$ cat src/shared/sfpc_pkg.sv
// Purpose: shared constants and types for the sector flash host controller
// Assumes: 20 MHz clock, byte-wide parallel flash with low-active strobes
// Notes: timing figures kept in their printed units, cycle counts derived
package sfpc_pkg;
    ////////////////////////////////////////////////////////////////////////
    // geometry
    localparam int ADDR_W = 18; // full byte address
    localparam int DATA_W = 8; // data lines
    localparam int SECT_LSB = 8; // sector_address_lines start here
    localparam int CMD_ADDR_W = 15; // command_address_lines width
    localparam int TOGGLE_BIT = 6; // toggle_status_bit position
    localparam int SEQ_LEN = 3; // writes in one command sequence
    localparam logic [1:0] SEQ_LAST = 2'h2; // index of last sequence write
    localparam logic [7:0] BYTE_LAST = 8'hFF; // last byte of a sector
    ////////////////////////////////////////////////////////////////////////
    // timing in printed units
    localparam int CLK_NS = 50; // clock period
    localparam int T_WP_NS = 200; // write pulse low, least
    localparam int T_WPH_NS = 200; // write pulse high, least
    localparam int T_ACC_NS = 120; // address or strobe to data, most
    localparam int T_OEHP_NS = 150; // output enable high pulse, least
    localparam int T_BLC_US = 150; // byte load window, most
    localparam int T_WC_MS = 20; // sector program cycle, most
    localparam int SYNC_CYC = 2; // input synchroniser depth
    // least time rounded up to whole cycles, never below one
    function automatic int ceil_cyc(input int ns);
        int c;
        c = (ns + CLK_NS - 1) / CLK_NS;
        return (c < 1) ? 1 : c;
    endfunction : ceil_cyc
    localparam int WP_CYC = ceil_cyc(T_WP_NS);
    localparam int WPH_CYC = (ceil_cyc(T_WPH_NS) > ceil_cyc(T_OEHP_NS)) ? ceil_cyc(T_WPH_NS) : ceil_cyc(T_OEHP_NS);
    localparam int RD_CYC = ceil_cyc(T_ACC_NS) + SYNC_CYC;
    localparam int BLC_CYC = ceil_cyc(T_BLC_US * 1000);
    localparam int WC_CYC = ceil_cyc(T_WC_MS * 1000000);
    localparam int CNT_W = 4; // engine phase counter width
    ////////////////////////////////////////////////////////////////////////
    // types
    typedef enum logic [2:0] {
        OP_READ = 3'h0, // one array or id read
        OP_PROGRAM = 3'h1, // protected sector program
        OP_ID_ENTER = 3'h2, // enter product identification
        OP_ID_EXIT = 3'h3, // leave product identification
        OP_LOCK_LOW = 3'h4, // lock lower boot block
        OP_LOCK_HIGH = 3'h5 // lock higher boot block
    } sfpc_op_t;
    typedef struct packed {
        logic write; // 1 write cycle, 0 read cycle
        logic [ADDR_W-1:0] addr; // byte address
        logic [DATA_W-1:0] data; // write data
    } sfpc_req_t;
    typedef struct packed {
        logic ce_n; // chip enable, low active
        logic oe_n; // output enable, low active
        logic we_n; // write enable, low active
        logic [ADDR_W-1:0] addr; // address lines
        logic [DATA_W-1:0] dq; // data out
        logic dq_oe; // high while host drives data
    } sfpc_pins_t;
endpackage : sfpc_pkg

$ cat src/hw/sfpc_bus_cycle.sv
// Purpose: one read or write strobe cycle on the flash pins
// Assumes: start only while idle; data input is asynchronous
// Notes: chip and output enable both return high after every cycle
`timescale 1ns/1ns
module sfpc_bus_cycle
    import sfpc_pkg::*;
(
    input wire logic i_clk,
    input wire logic i_rst,
    input wire logic i_start,
    input wire sfpc_req_t i_req,
    input wire logic [DATA_W-1:0] i_dq,
    output sfpc_pins_t o_pins,
    output logic o_done,
    output logic [DATA_W-1:0] o_rdata
);
    ////////////////////////////////////////////////////////////////////////
    typedef enum logic [1:0] {
        E_IDLE = 2'h0, // strobes high
        E_SET = 2'h1, // address and chip enable settle
        E_STB = 2'h3, // write or output enable low
        E_REC = 2'h2 // strobes high, address held
    } sfpc_eng_t;
    sfpc_eng_t st; // engine phase
    logic wr; // current cycle is a write
    logic [CNT_W-1:0] cnt; // phase length counter
    logic [DATA_W-1:0] dq_s1; // first sync stage
    logic [DATA_W-1:0] dq_s2; // second sync stage
    wire cnt_zero = (cnt == '0); // phase ends
    ////////////////////////////////////////////////////////////////////////
    // two-stage synchroniser on the data pins
    always_ff @(posedge i_clk or posedge i_rst) begin
        if (i_rst) begin
            dq_s1 <= 8'h00;
            dq_s2 <= 8'h00;
        end else begin
            dq_s1 <= i_dq;
            dq_s2 <= dq_s1;
        end
    end
    ////////////////////////////////////////////////////////////////////////
    // strobe sequencer
    always_ff @(posedge i_clk or posedge i_rst) begin
        if (i_rst) begin
            st <= E_IDLE;
            wr <= 1'b0;
            cnt <= '0;
            o_pins <= '{ce_n: 1'b1, oe_n: 1'b1, we_n: 1'b1, addr: '0, dq: '0, dq_oe: 1'b0};
            o_done <= 1'b0;
            o_rdata <= 8'h00;
        end else begin
            o_done <= 1'b0;
            case (st)
                E_IDLE: begin
                    // latch request, select chip
                    if (i_start) begin
                        wr <= i_req.write;
                        o_pins.addr <= i_req.addr;
                        o_pins.dq <= i_req.data;
                        o_pins.dq_oe <= i_req.write;
                        o_pins.ce_n <= 1'b0;
                        st <= E_SET;
                    end
                end
                E_SET: begin
                    // output enable stays high on writes
                    o_pins.we_n <= ~wr;
                    o_pins.oe_n <= wr;
                    cnt <= wr ? CNT_W'(WP_CYC - 1) : CNT_W'(RD_CYC - 1);
                    st <= E_STB;
                end
                E_STB: begin
                    // end of pulse; both enables rise so each read is fresh
                    if (cnt_zero) begin
                        o_pins.we_n <= 1'b1;
                        o_pins.oe_n <= 1'b1;
                        o_pins.ce_n <= 1'b1;
                        if (!wr) begin
                            o_rdata <= dq_s2;
                        end
                        cnt <= CNT_W'(WPH_CYC - 1);
                        st <= E_REC;
                    end else begin
                        cnt <= cnt - 1'b1;
                    end
                end
                E_REC: begin
                    // data hold then release
                    o_pins.dq_oe <= 1'b0;
                    if (cnt_zero) begin
                        o_done <= 1'b1;
                        st <= E_IDLE;
                    end else begin
                        cnt <= cnt - 1'b1;
                    end
                end
                default: st <= E_IDLE;
            endcase
        end
    end
    ////////////////////////////////////////////////////////////////////////
    strobe_excl_a: assert property (@(posedge i_clk) disable iff (i_rst)
        (!o_pins.we_n && !o_pins.ce_n) |-> o_pins.oe_n)
        else $error("output enable low during a write");
    pulse_width_a: assert property (@(posedge i_clk) disable iff (i_rst)
        $fell(o_pins.we_n) |-> (!o_pins.we_n && o_pins.dq_oe)[*4] ##1 o_pins.we_n)
        else $error("write pulse width wrong");
endmodule : sfpc_bus_cycle

$ cat src/hw/sfpc_host.sv
// Purpose: host controller that programs, reads and identifies a sector flash
// Assumes: flash pins wired directly; command codes supplied as parameters
// Notes: completion found by watching the toggle status bit
`timescale 1ns/1ns
module sfpc_host
    import sfpc_pkg::*;
#(
    parameter int P_WC_CYC = WC_CYC, // program cycle limit
    parameter int P_BLC_CYC = BLC_CYC, // wait before polling starts
    parameter logic [CMD_ADDR_W-1:0] P_CMD_ADDR_A = 15'h1111, // first command address
    parameter logic [CMD_ADDR_W-1:0] P_CMD_ADDR_B = 15'h2222, // second command address
    parameter logic [DATA_W-1:0] P_CMD_DATA_A = 8'h11, // first command byte
    parameter logic [DATA_W-1:0] P_CMD_DATA_B = 8'h22, // second command byte
    parameter logic [DATA_W-1:0] P_CODE_PROG = 8'h33, // program code
    parameter logic [DATA_W-1:0] P_CODE_ID_ENTER = 8'h44, // id entry code
    parameter logic [DATA_W-1:0] P_CODE_ID_EXIT = 8'h55, // id exit code
    parameter logic [DATA_W-1:0] P_CODE_LOCK_LOW = 8'h66, // lower lockout code
    parameter logic [DATA_W-1:0] P_CODE_LOCK_HIGH = 8'h77 // higher lockout code
)(
    input wire logic i_clk,
    input wire logic i_rst,
    input wire logic i_cmd_valid,
    input wire sfpc_op_t i_cmd,
    input wire logic [ADDR_W-1:0] i_addr,
    output logic o_cmd_ready,
    input wire logic i_wvalid,
    input wire logic [DATA_W-1:0] i_wdata,
    output logic o_wready,
    output logic o_done,
    output logic o_timeout,
    output logic [DATA_W-1:0] o_rdata,
    output logic o_ce_n,
    output logic o_oe_n,
    output logic o_we_n,
    output logic [ADDR_W-1:0] o_addr,
    output logic [DATA_W-1:0] o_dq,
    output logic o_dq_oe,
    input wire logic [DATA_W-1:0] i_dq
);
    ////////////////////////////////////////////////////////////////////////
    localparam int LIMIT = P_BLC_CYC + P_WC_CYC; // poll gives up here
    localparam int WC_W = $clog2(LIMIT + 1); // wait counter width
    typedef enum logic [2:0] {
        S_IDLE = 3'h0, // waiting for a command
        S_SEQ = 3'h1, // command sequence writes
        S_LOAD = 3'h3, // sector byte loads
        S_WAIT = 3'h2, // load window closes
        S_POLL = 3'h6, // toggle polling
        S_READ = 3'h7, // single read
        S_DONE = 3'h5 // completion pulse
    } sfpc_state_t;
    sfpc_state_t state; // main state
    sfpc_op_t op; // latched operation
    logic [ADDR_W-1:0] addr_q; // latched target address
    logic [1:0] seq_idx; // sequence write index
    logic [7:0] byte_idx; // byte within sector
    logic pending; // engine cycle outstanding
    logic go; // engine start pulse
    sfpc_req_t req; // engine request
    logic tog_prev; // previous toggle bit
    logic tog_valid; // one status read seen
    logic [WC_W-1:0] wcnt; // wait and timeout counter
    sfpc_pins_t pins; // engine pin state
    logic eng_done; // engine finished a cycle
    logic [DATA_W-1:0] eng_rdata; // engine read data
    ////////////////////////////////////////////////////////////////////////
    // one write of a command sequence, upper address lines low
    function automatic sfpc_req_t seq_step(input logic [1:0] idx, input logic [DATA_W-1:0] code);
        sfpc_req_t r;
        r.write = 1'b1;
        r.addr = {3'h0, (idx == 2'h1) ? P_CMD_ADDR_B : P_CMD_ADDR_A};
        r.data = (idx == 2'h0) ? P_CMD_DATA_A : ((idx == 2'h1) ? P_CMD_DATA_B : code);
        return r;
    endfunction : seq_step
    ////////////////////////////////////////////////////////////////////////
    // decode of the operation into its code and following phase
    wire [DATA_W-1:0] op_code = (op == OP_PROGRAM) ? P_CODE_PROG :
                                (op == OP_ID_ENTER) ? P_CODE_ID_ENTER :
                                (op == OP_ID_EXIT) ? P_CODE_ID_EXIT :
                                (op == OP_LOCK_LOW) ? P_CODE_LOCK_LOW : P_CODE_LOCK_HIGH;
    wire sfpc_state_t after_seq = (op == OP_PROGRAM) ? S_LOAD :
                                  (op == OP_LOCK_LOW || op == OP_LOCK_HIGH) ? S_WAIT : S_DONE;
    wire sfpc_req_t seq_req = seq_step(seq_idx, op_code);
    wire sfpc_req_t load_req = '{write: 1'b1, addr: {addr_q[ADDR_W-1:SECT_LSB], byte_idx}, data: i_wdata};
    wire sfpc_req_t read_req = '{write: 1'b0, addr: addr_q, data: 8'h00};
    wire take_byte = (state == S_LOAD) && !pending && o_wready && i_wvalid;
    wire tog_now = eng_rdata[TOGGLE_BIT];
    wire tog_same = tog_valid && (tog_now == tog_prev);
    wire timed_out = (wcnt >= WC_W'(LIMIT));
    ////////////////////////////////////////////////////////////////////////
    // pin engine
    sfpc_bus_cycle u_cycle (
        .i_clk(i_clk),
        .i_rst(i_rst),
        .i_start(go),
        .i_req(req),
        .i_dq(i_dq),
        .o_pins(pins),
        .o_done(eng_done),
        .o_rdata(eng_rdata)
    );
    // pins come straight from engine flip-flops
    assign o_ce_n = pins.ce_n;
    assign o_oe_n = pins.oe_n;
    assign o_we_n = pins.we_n;
    assign o_addr = pins.addr;
    assign o_dq = pins.dq;
    assign o_dq_oe = pins.dq_oe;
    ////////////////////////////////////////////////////////////////////////
    // wait counter runs through the load window and polling
    always_ff @(posedge i_clk or posedge i_rst) begin
        if (i_rst) begin
            wcnt <= '0;
        end else if (state == S_WAIT || state == S_POLL) begin
            wcnt <= timed_out ? wcnt : wcnt + 1'b1;
        end else begin
            wcnt <= '0;
        end
    end
    ////////////////////////////////////////////////////////////////////////
    // operation sequencer
    always_ff @(posedge i_clk or posedge i_rst) begin
        if (i_rst) begin
            state <= S_IDLE;
            op <= OP_READ;
            addr_q <= '0;
            seq_idx <= 2'h0;
            byte_idx <= 8'h00;
            pending <= 1'b0;
            go <= 1'b0;
            req <= '0;
            tog_prev <= 1'b0;
            tog_valid <= 1'b0;
            o_cmd_ready <= 1'b1;
            o_wready <= 1'b0;
            o_done <= 1'b0;
            o_timeout <= 1'b0;
            o_rdata <= 8'h00;
        end else begin
            go <= 1'b0;
            o_done <= 1'b0;
            case (state)
                S_IDLE: begin
                    // accept a command
                    if (i_cmd_valid && o_cmd_ready) begin
                        op <= i_cmd;
                        addr_q <= i_addr;
                        seq_idx <= 2'h0;
                        o_cmd_ready <= 1'b0;
                        o_timeout <= 1'b0;
                        state <= (i_cmd == OP_READ) ? S_READ : S_SEQ;
                    end
                end
                S_SEQ: begin
                    // three command writes
                    if (!pending) begin
                        go <= 1'b1;
                        req <= seq_req;
                        pending <= 1'b1;
                    end else if (eng_done) begin
                        pending <= 1'b0;
                        if (seq_idx == SEQ_LAST) begin
                            state <= after_seq;
                            byte_idx <= 8'h00;
                            o_wready <= (after_seq == S_LOAD);
                        end else begin
                            seq_idx <= seq_idx + 1'b1;
                        end
                    end
                end
                S_LOAD: begin
                    // every byte of the sector, in order
                    if (take_byte) begin
                        go <= 1'b1;
                        req <= load_req;
                        pending <= 1'b1;
                        o_wready <= 1'b0;
                    end else if (pending && eng_done) begin
                        pending <= 1'b0;
                        byte_idx <= byte_idx + 1'b1;
                        if (byte_idx == BYTE_LAST) begin
                            state <= S_WAIT;
                        end else begin
                            o_wready <= 1'b1;
                        end
                    end
                end
                S_WAIT: begin
                    // let the load window lapse so the cycle has begun
                    tog_valid <= 1'b0;
                    if (wcnt == WC_W'(P_BLC_CYC - 1)) begin
                        state <= S_POLL;
                    end
                end
                S_POLL: begin
                    // repeated status reads, same address each time
                    if (!pending) begin
                        go <= 1'b1;
                        req <= read_req;
                        pending <= 1'b1;
                    end else if (eng_done) begin
                        pending <= 1'b0;
                        tog_prev <= tog_now;
                        tog_valid <= 1'b1;
                        if (tog_same) begin
                            o_rdata <= eng_rdata;
                            state <= S_DONE;
                        end else if (timed_out) begin
                            o_timeout <= 1'b1;
                            state <= S_DONE;
                        end
                    end
                end
                S_READ: begin
                    // single read; id codes appear here in id mode
                    if (!pending) begin
                        go <= 1'b1;
                        req <= read_req;
                        pending <= 1'b1;
                    end else if (eng_done) begin
                        pending <= 1'b0;
                        o_rdata <= eng_rdata;
                        state <= S_DONE;
                    end
                end
                S_DONE: begin
                    // completion pulse
                    o_done <= 1'b1;
                    o_cmd_ready <= 1'b1;
                    state <= S_IDLE;
                end
                default: state <= S_IDLE;
            endcase
        end
    end
    ////////////////////////////////////////////////////////////////////////
    sector_hold_a: assert property (@(posedge i_clk) disable iff (i_rst)
        ($fell(o_we_n) && state == S_LOAD) |-> (o_addr[ADDR_W-1:SECT_LSB] == addr_q[ADDR_W-1:SECT_LSB]))
        else $error("sector address moved during load");
    all_bytes_a: assert property (@(posedge i_clk) disable iff (i_rst)
        (state == S_WAIT && $past(state) == S_LOAD) |-> ($past(byte_idx) == 8'hFF && byte_idx == 8'h00))
        else $error("program started before all bytes loaded");
    toggle_pair_a: assert property (@(posedge i_clk) disable iff (i_rst)
        (state == S_DONE && $past(state) == S_POLL && !o_timeout) |->
        ($past(tog_valid) && o_rdata[TOGGLE_BIT] == $past(tog_prev)))
        else $error("poll ended without two equal toggle reads");
    poll_addr_a: assert property (@(posedge i_clk) disable iff (i_rst)
        (go && state == S_POLL) |-> (!req.write && req.addr == addr_q) ##1 (o_ce_n == 1'b0) ##1 (o_addr == addr_q))
        else $error("status read address changed");
    cmd_addr_a: assert property (@(posedge i_clk) disable iff (i_rst)
        (go && state == S_SEQ) |-> ##1 (o_dq_oe && o_addr[ADDR_W-1:CMD_ADDR_W] == 3'h0))
        else $error("command write outside command address lines");
    wait_bound_a: assert property (@(posedge i_clk) disable iff (i_rst)
        (o_done && o_timeout) |-> ($past(wcnt) == WC_W'(LIMIT)))
        else $error("poll gave up before its limit");
endmodule : sfpc_host

$ cat config.mk
export PLATFORM = sky130hd
export DESIGN_NAME = sfpc_host
export DESIGN_NICKNAME = d
export VERILOG_FILES = /design/src/shared/sfpc_pkg.sv /design/src/hw/sfpc_bus_cycle.sv /design/src/hw/sfpc_host.sv
export SDC_FILE = /design/constraint.sdc
export NUM_CORES = 1
export LEC_CHECK = 0
export BUFFER_PORTS_ARGS = -buffer_cell sky130_fd_sc_hd__clkbuf_2
export CAP_MARGIN = 20
export CORE_MARGIN = 5
export CORE_UTILIZATION = 47
export DETAILED_ROUTE_END_ITERATION = 8
export HOLD_SLACK_MARGIN = 0.12
export PLACE_DENSITY = 0.67
export SYNTH_ARGS = -nofsm -noshare
export SYNTH_HDL_FRONTEND = slang
export SYNTH_SLANG_ARGS = --single-unit
export TNS_END_PERCENT = 1
$ cat constraint.sdc
create_clock -name i_clk -period 7.5 [get_ports i_clk]
set_input_delay 1.125 -clock i_clk [delete_from_list [all_inputs] [get_ports i_clk]]
set_output_delay 1.125 -clock i_clk [all_outputs]
set_load 0.1 [all_outputs]
# Yosys cells after proc, flatten, opt, wreduce, memory -nomap -nowiden
# Index checks and enable logic that the tools add are counted.
# word_totals
register_bits,158
mem_bits_rw,0
output_inout_bits,42
n_memories,0
input_bits,41
mem_bits_ro,0
latch_bits,0
# classes
eq_ne,47
bitwise_logic,1
shift,0
mul,0
n_lt_le_gt_ge,1
add_sub_neg,4
n_mux,90
n_reduce_logical,47
div_mod_pow,0
# ops
operator,count
2-to-1 mux 27 bit,3
case mux 27 bit (3 select lines),1
2-to-1 mux 8 bit,10
2-to-1 mux 3 bit,19
2-to-1 mux 19 bit,2
"!= test 2 bit, second input constant",16
case mux 8 bit (2 select lines),2
2-to-1 mux 1 bit,24
AND reduction 6 bit,4
2-to-1 mux 7 bit,3
nonzero test 2 bit,10
"adder 19 x 1 -> 19 bit, second input constant",1
"== test 19 x 12 -> 1 bit, second input constant",1
">= comparator 19 bit, second input constant",1
case mux 3 bit (6 select lines),1
"!= test 2 x 1 -> 1 bit, second input constant",8
case mux 1 bit (2 select lines),8
"== test 3 x 2 -> 1 bit, second input constant",5
"== test 3 bit, second input constant",5
AND reduction 3 bit,5
2-to-1 mux 14 bit,1
2-to-1 mux 2 bit,7
AND reduction 2 bit,7
AND reduction 13 bit,1
other kinds (28),45

# Longest topological paths before layout
# depth
depth_word,9
depth_mapped,8
ltp_nobuf,7

# Cells and area by module
# From an unflattened synthesis, not the netlist that was laid out.
# hier_totals
hier_cells,607
area_unflattened_um2,6936.7
# by_module_without_submodules
module,instances,cells_per_inst,area_per_inst_um2
sfpc_host,1,462,4667.0
sfpc_bus_cycle,1,145,2269.7

# Worst setup path after synthesis
# OpenSTA, ideal clock, no wires.
# synth_path
path_type,input to register
start,input port i_cmd_valid
end,register addr_q[0]
arrival_ns,2.477
required_time_ns,7.375
setup_time_ns,0.125
path_stages,4
path_buffers,1
slack_ns,4.898
cell_sequence,nand2_1 nor4_1 clkbuf_1 mux2_2
# synth_via
elab_chain_len,2
# synth_rtl
item,line,source
"start, declared",sfpc_host.sv:22,"input wire logic i_cmd_valid,"
logical AND 1 bit,sfpc_host.sv:145,if (i_cmd_valid && o_cmd_ready) begin
AND reduction 2 bit (no line),n/a,
"end signal, assigned",sfpc_host.sv:147,addr_q <= i_addr;
"end, declared",sfpc_host.sv:54,logic [ADDR_W-1:0] addr_q;
# No other way between the ends.
# A chain may end at the register's enable or synchronous reset.

# Final worst setup path
# layout_path
start,register o_cmd_ready
end,output port o_cmd_ready
# layout_rtl
item,line,source
"start, declared",sfpc_host.sv:25,"output logic o_cmd_ready,"
"start signal, assigned",sfpc_host.sv:134,o_cmd_ready <= 1'b1;
"start signal, assigned",sfpc_host.sv:149,o_cmd_ready <= 1'b0;
"start signal, assigned",sfpc_host.sv:229,o_cmd_ready <= 1'b1;
# No word-level cell between the ends.

==> flow_summary.toml <==
[run_status]
status = "finished, final reports clean"

[critical_path]
path_delay_family = "flip-flops"
max_stage_delay_ns = 0.56
worstReg2RegStart = "state[1]"
worstRegToRegCells = 4
cp_max_fo = 4
timing.rr.end = "o_rdata[3]"
crit_slowest_cell = "dfstp_2"
crit_chain = "clkbuf_2"
worstSetupEndpointType = "output port"
crit_type = "flip-flop to output port"
worst-r2r-setup-slack_ns = 5.00
startpoint_type = "flip-flop"
required_ns = 6.38
cp.buffers_inverters = 1
arrival_ns = 1.46

[clocking]
clk_latency_ns = 0.43
cts_buffers = 17
cts_hold_buf = 0
ctsResizeCount = 0
htree_levels = 4
cts_buffer_depth = 2
cts_setup_buffers = 0
cts-root-buf = "clkbuf_16"
cts_tree = "built"
clkTransAtPathRegs_ns = 0.06
numClockSinks = 158

[min_path]
hp-start = "u_cycle.dq_s1[3]"
min_to = "u_cycle.dq_s2[3]"
hold_path.class = "flip-flop to flip-flop"
whs_path_depth = 0

[synthesis]
synth_top_area_share = 0.5688
synth-main-ff-cell = "dfrtp_1"
ys_types = 54
syn_nets = 645
synth_enable_flop_cells = 0
syn_inst = 596
synth-seq-cells = 158
ys_warn_count = 0
synth.most_common_cell = "dfrtp_1"
async_flop_share = 1.000
seq_area_frac_synth = 0.5843
synth_area_per_cell_um2 = 11.37
netlist_top_cells_count = "dfrtp_1, mux2_2, nand2_1, nor2_1, o21ai_0"
syn_area_mm2 = 0.006775
synthTopCellsByArea = "dfrtp_1, mux2_2, nand2_1"
synth_area_leader_cell = "dfrtp_1"

[finish]
fill_cells = 1213
area_growth_pct = 17.65
nNetsFinal = 723
final_area_mm2 = 0.007971
drive_gt1_frac = 0.2853
regArea_mm2 = 0.003959
n_antenna_cell = 0
multi_input_area_mm2 = 0.002644

[sta]
slew_viol_final = 0
timing.final.crit_share = 0.3450
setup_viol = 0
skew_ns = 0.008964
rsz0062_at_grt = "false"
fin_ws_ns = 4.912
relSlewSlack = 0.4513
tightest_slew_ns = 0.8230
layout_min_cycle_time_ns = 2.588
hold_viol_final = 0
fmax_mhz = 386.5
tns_ns = 0

[power]
p_leak_nw = 3.863
pwr_density_cell_mw_per_mm2 = 221.2
irDropWorstVdd_mv = 0.3147

[floorplanning]
rows = 43
dieWidth_um = 130.1
core_area_mm2 = 0.01399
start_util = 0.4843
die_area_mm2 = 0.01692
die_h_um = 130.1
ios = 83

[detailed_routing]
vias = 4751
wl_met1_um = 6469
route.met2.wl_um = 6631
drtAntennaViolNets = 0
wl_per_cell_um = 16.36
drtPass1Iterations = 5
vias_per_cell = 5.480
drc = 0
finalWirelength_um = 14190
highest_layer = "met4"
drt-initial-drc-count = 282
met3_length_um = 823

[placed_design]
gp_congestion = 0.8240
postPlaceCellArea_mm2 = 0.007345
hpwl_um = 9597
pre_cts_ws_ns = 4.493
io_buffers = 82

[grt]
grt_max_degree = 95
antenna_found_initial = 0
track_usage = 0.1803
grt_pass1_wl_um = 24030
grt_pass1_vias = 4808
gr-total-overflow = 0

[job]
drv_cap = 0
[layout by cell type, fill, tap and decap left out, types with 5 or more instances in the layout]
cell       synthesis  final
xnor2_1           11     11
a22oi_1            5      5
a211oi_1           9      9
clkbuf_16          0     17
nor3_1             6      6
a31oi_1            7      7
buf_4              0      5
mux2i_1            5      5
nand2_1           62     62
nand3_1            8      8
nor2_1            44     43
inv_1             18     17
o21ai_0           36     36
dfrtp_1          154    154
mux2_2            66     66
nand4_1            8      8
and3_1             7      7
a21oi_1           35     35
ha_1               8      8
clkbuf_2           0     82
xor2_1             8      8
nor4_1             7      6
[metrics by stage]
step | utilization | hold WS [ns] | total power, mW | cells
after floorplan | - | 0.3312 | 0.8867 | 596
after global placement | 0.5250 | 0.3324 | 0.9035 | 833
after detailed placement | 0.5250 | 0.3347 | 0.9045 | 833
after CTS | 0.5685 | 0.3481 | 1.787 | 865
after global routing | 0.5699 | 0.3550 | 1.829 | 867
final | 0.5699 | 0.3472 | 1.763 | 867
[where the power goes]
group	internal [mW]	switching [mW]	leakage [nW]
logic	0.00851	0.0207	1.45
registers	0.857	0.00102	2.12
clock network	0.536	0.340	0.288
[kinds of logic after synthesis]
family,after synthesis,synth area share
and+or+nand+nor,171,0.1211
DFF,158,0.5843
AOI/OAI and AO/OA,121,0.1102
muxes,71,0.1171
buffers and inverters,48,0.02788
xor gates and xnor gates,19,0.02456
adders and majority gates,8,0.01477
[area by class of cell]
type | count | share of cell area
multi-input cells | 390 | 0.3317
clock inverters | 11 | 0.01978
inverters | 19 | 0.009575
clock buffers | 21 | 0.05651
flip-flops and latches | 158 | 0.4966
well taps | 180 | 0.02825
repair buffers | 88 | 0.05760
[sequential cells by signal, summed over array words and instances (netlist names), 2 cells and up]
signal and count:
u_cycle.o_rdata 8, o_rdata 8, u_cycle.cnt 4, byte_idx 8, u_cycle.st 2, u_cycle.dq_s1 8, req 27, u_cycle.dq_s2 8
op 3, seq_idx 2, wcnt 19, state 3, addr_q 18, u_cycle.o_pins 30
[layer usage]
metal / vias to the layer above / track usage
met1: 2335 / 0.2475
li1: 2275 / -
met3: 25 / 0.05649
met4: 0 / 0.05990
met5: - / 0
met2: 116 / 0.2743
[worst max-delay path by stage]
stage,cells after the start,start,end
6_report,1,o_cmd_ready,o_cmd_ready
5_1_grt,4,state[1],state[2]
4_1_cts,5,state[1],req[13]
3_5_place_dp,5,state[1],req[13]
3_3_place_gp,5,state[1],req[9]
2_1_floorplan,1,i_rst,addr_q[0]
Power figures use the tool's default switching activity.
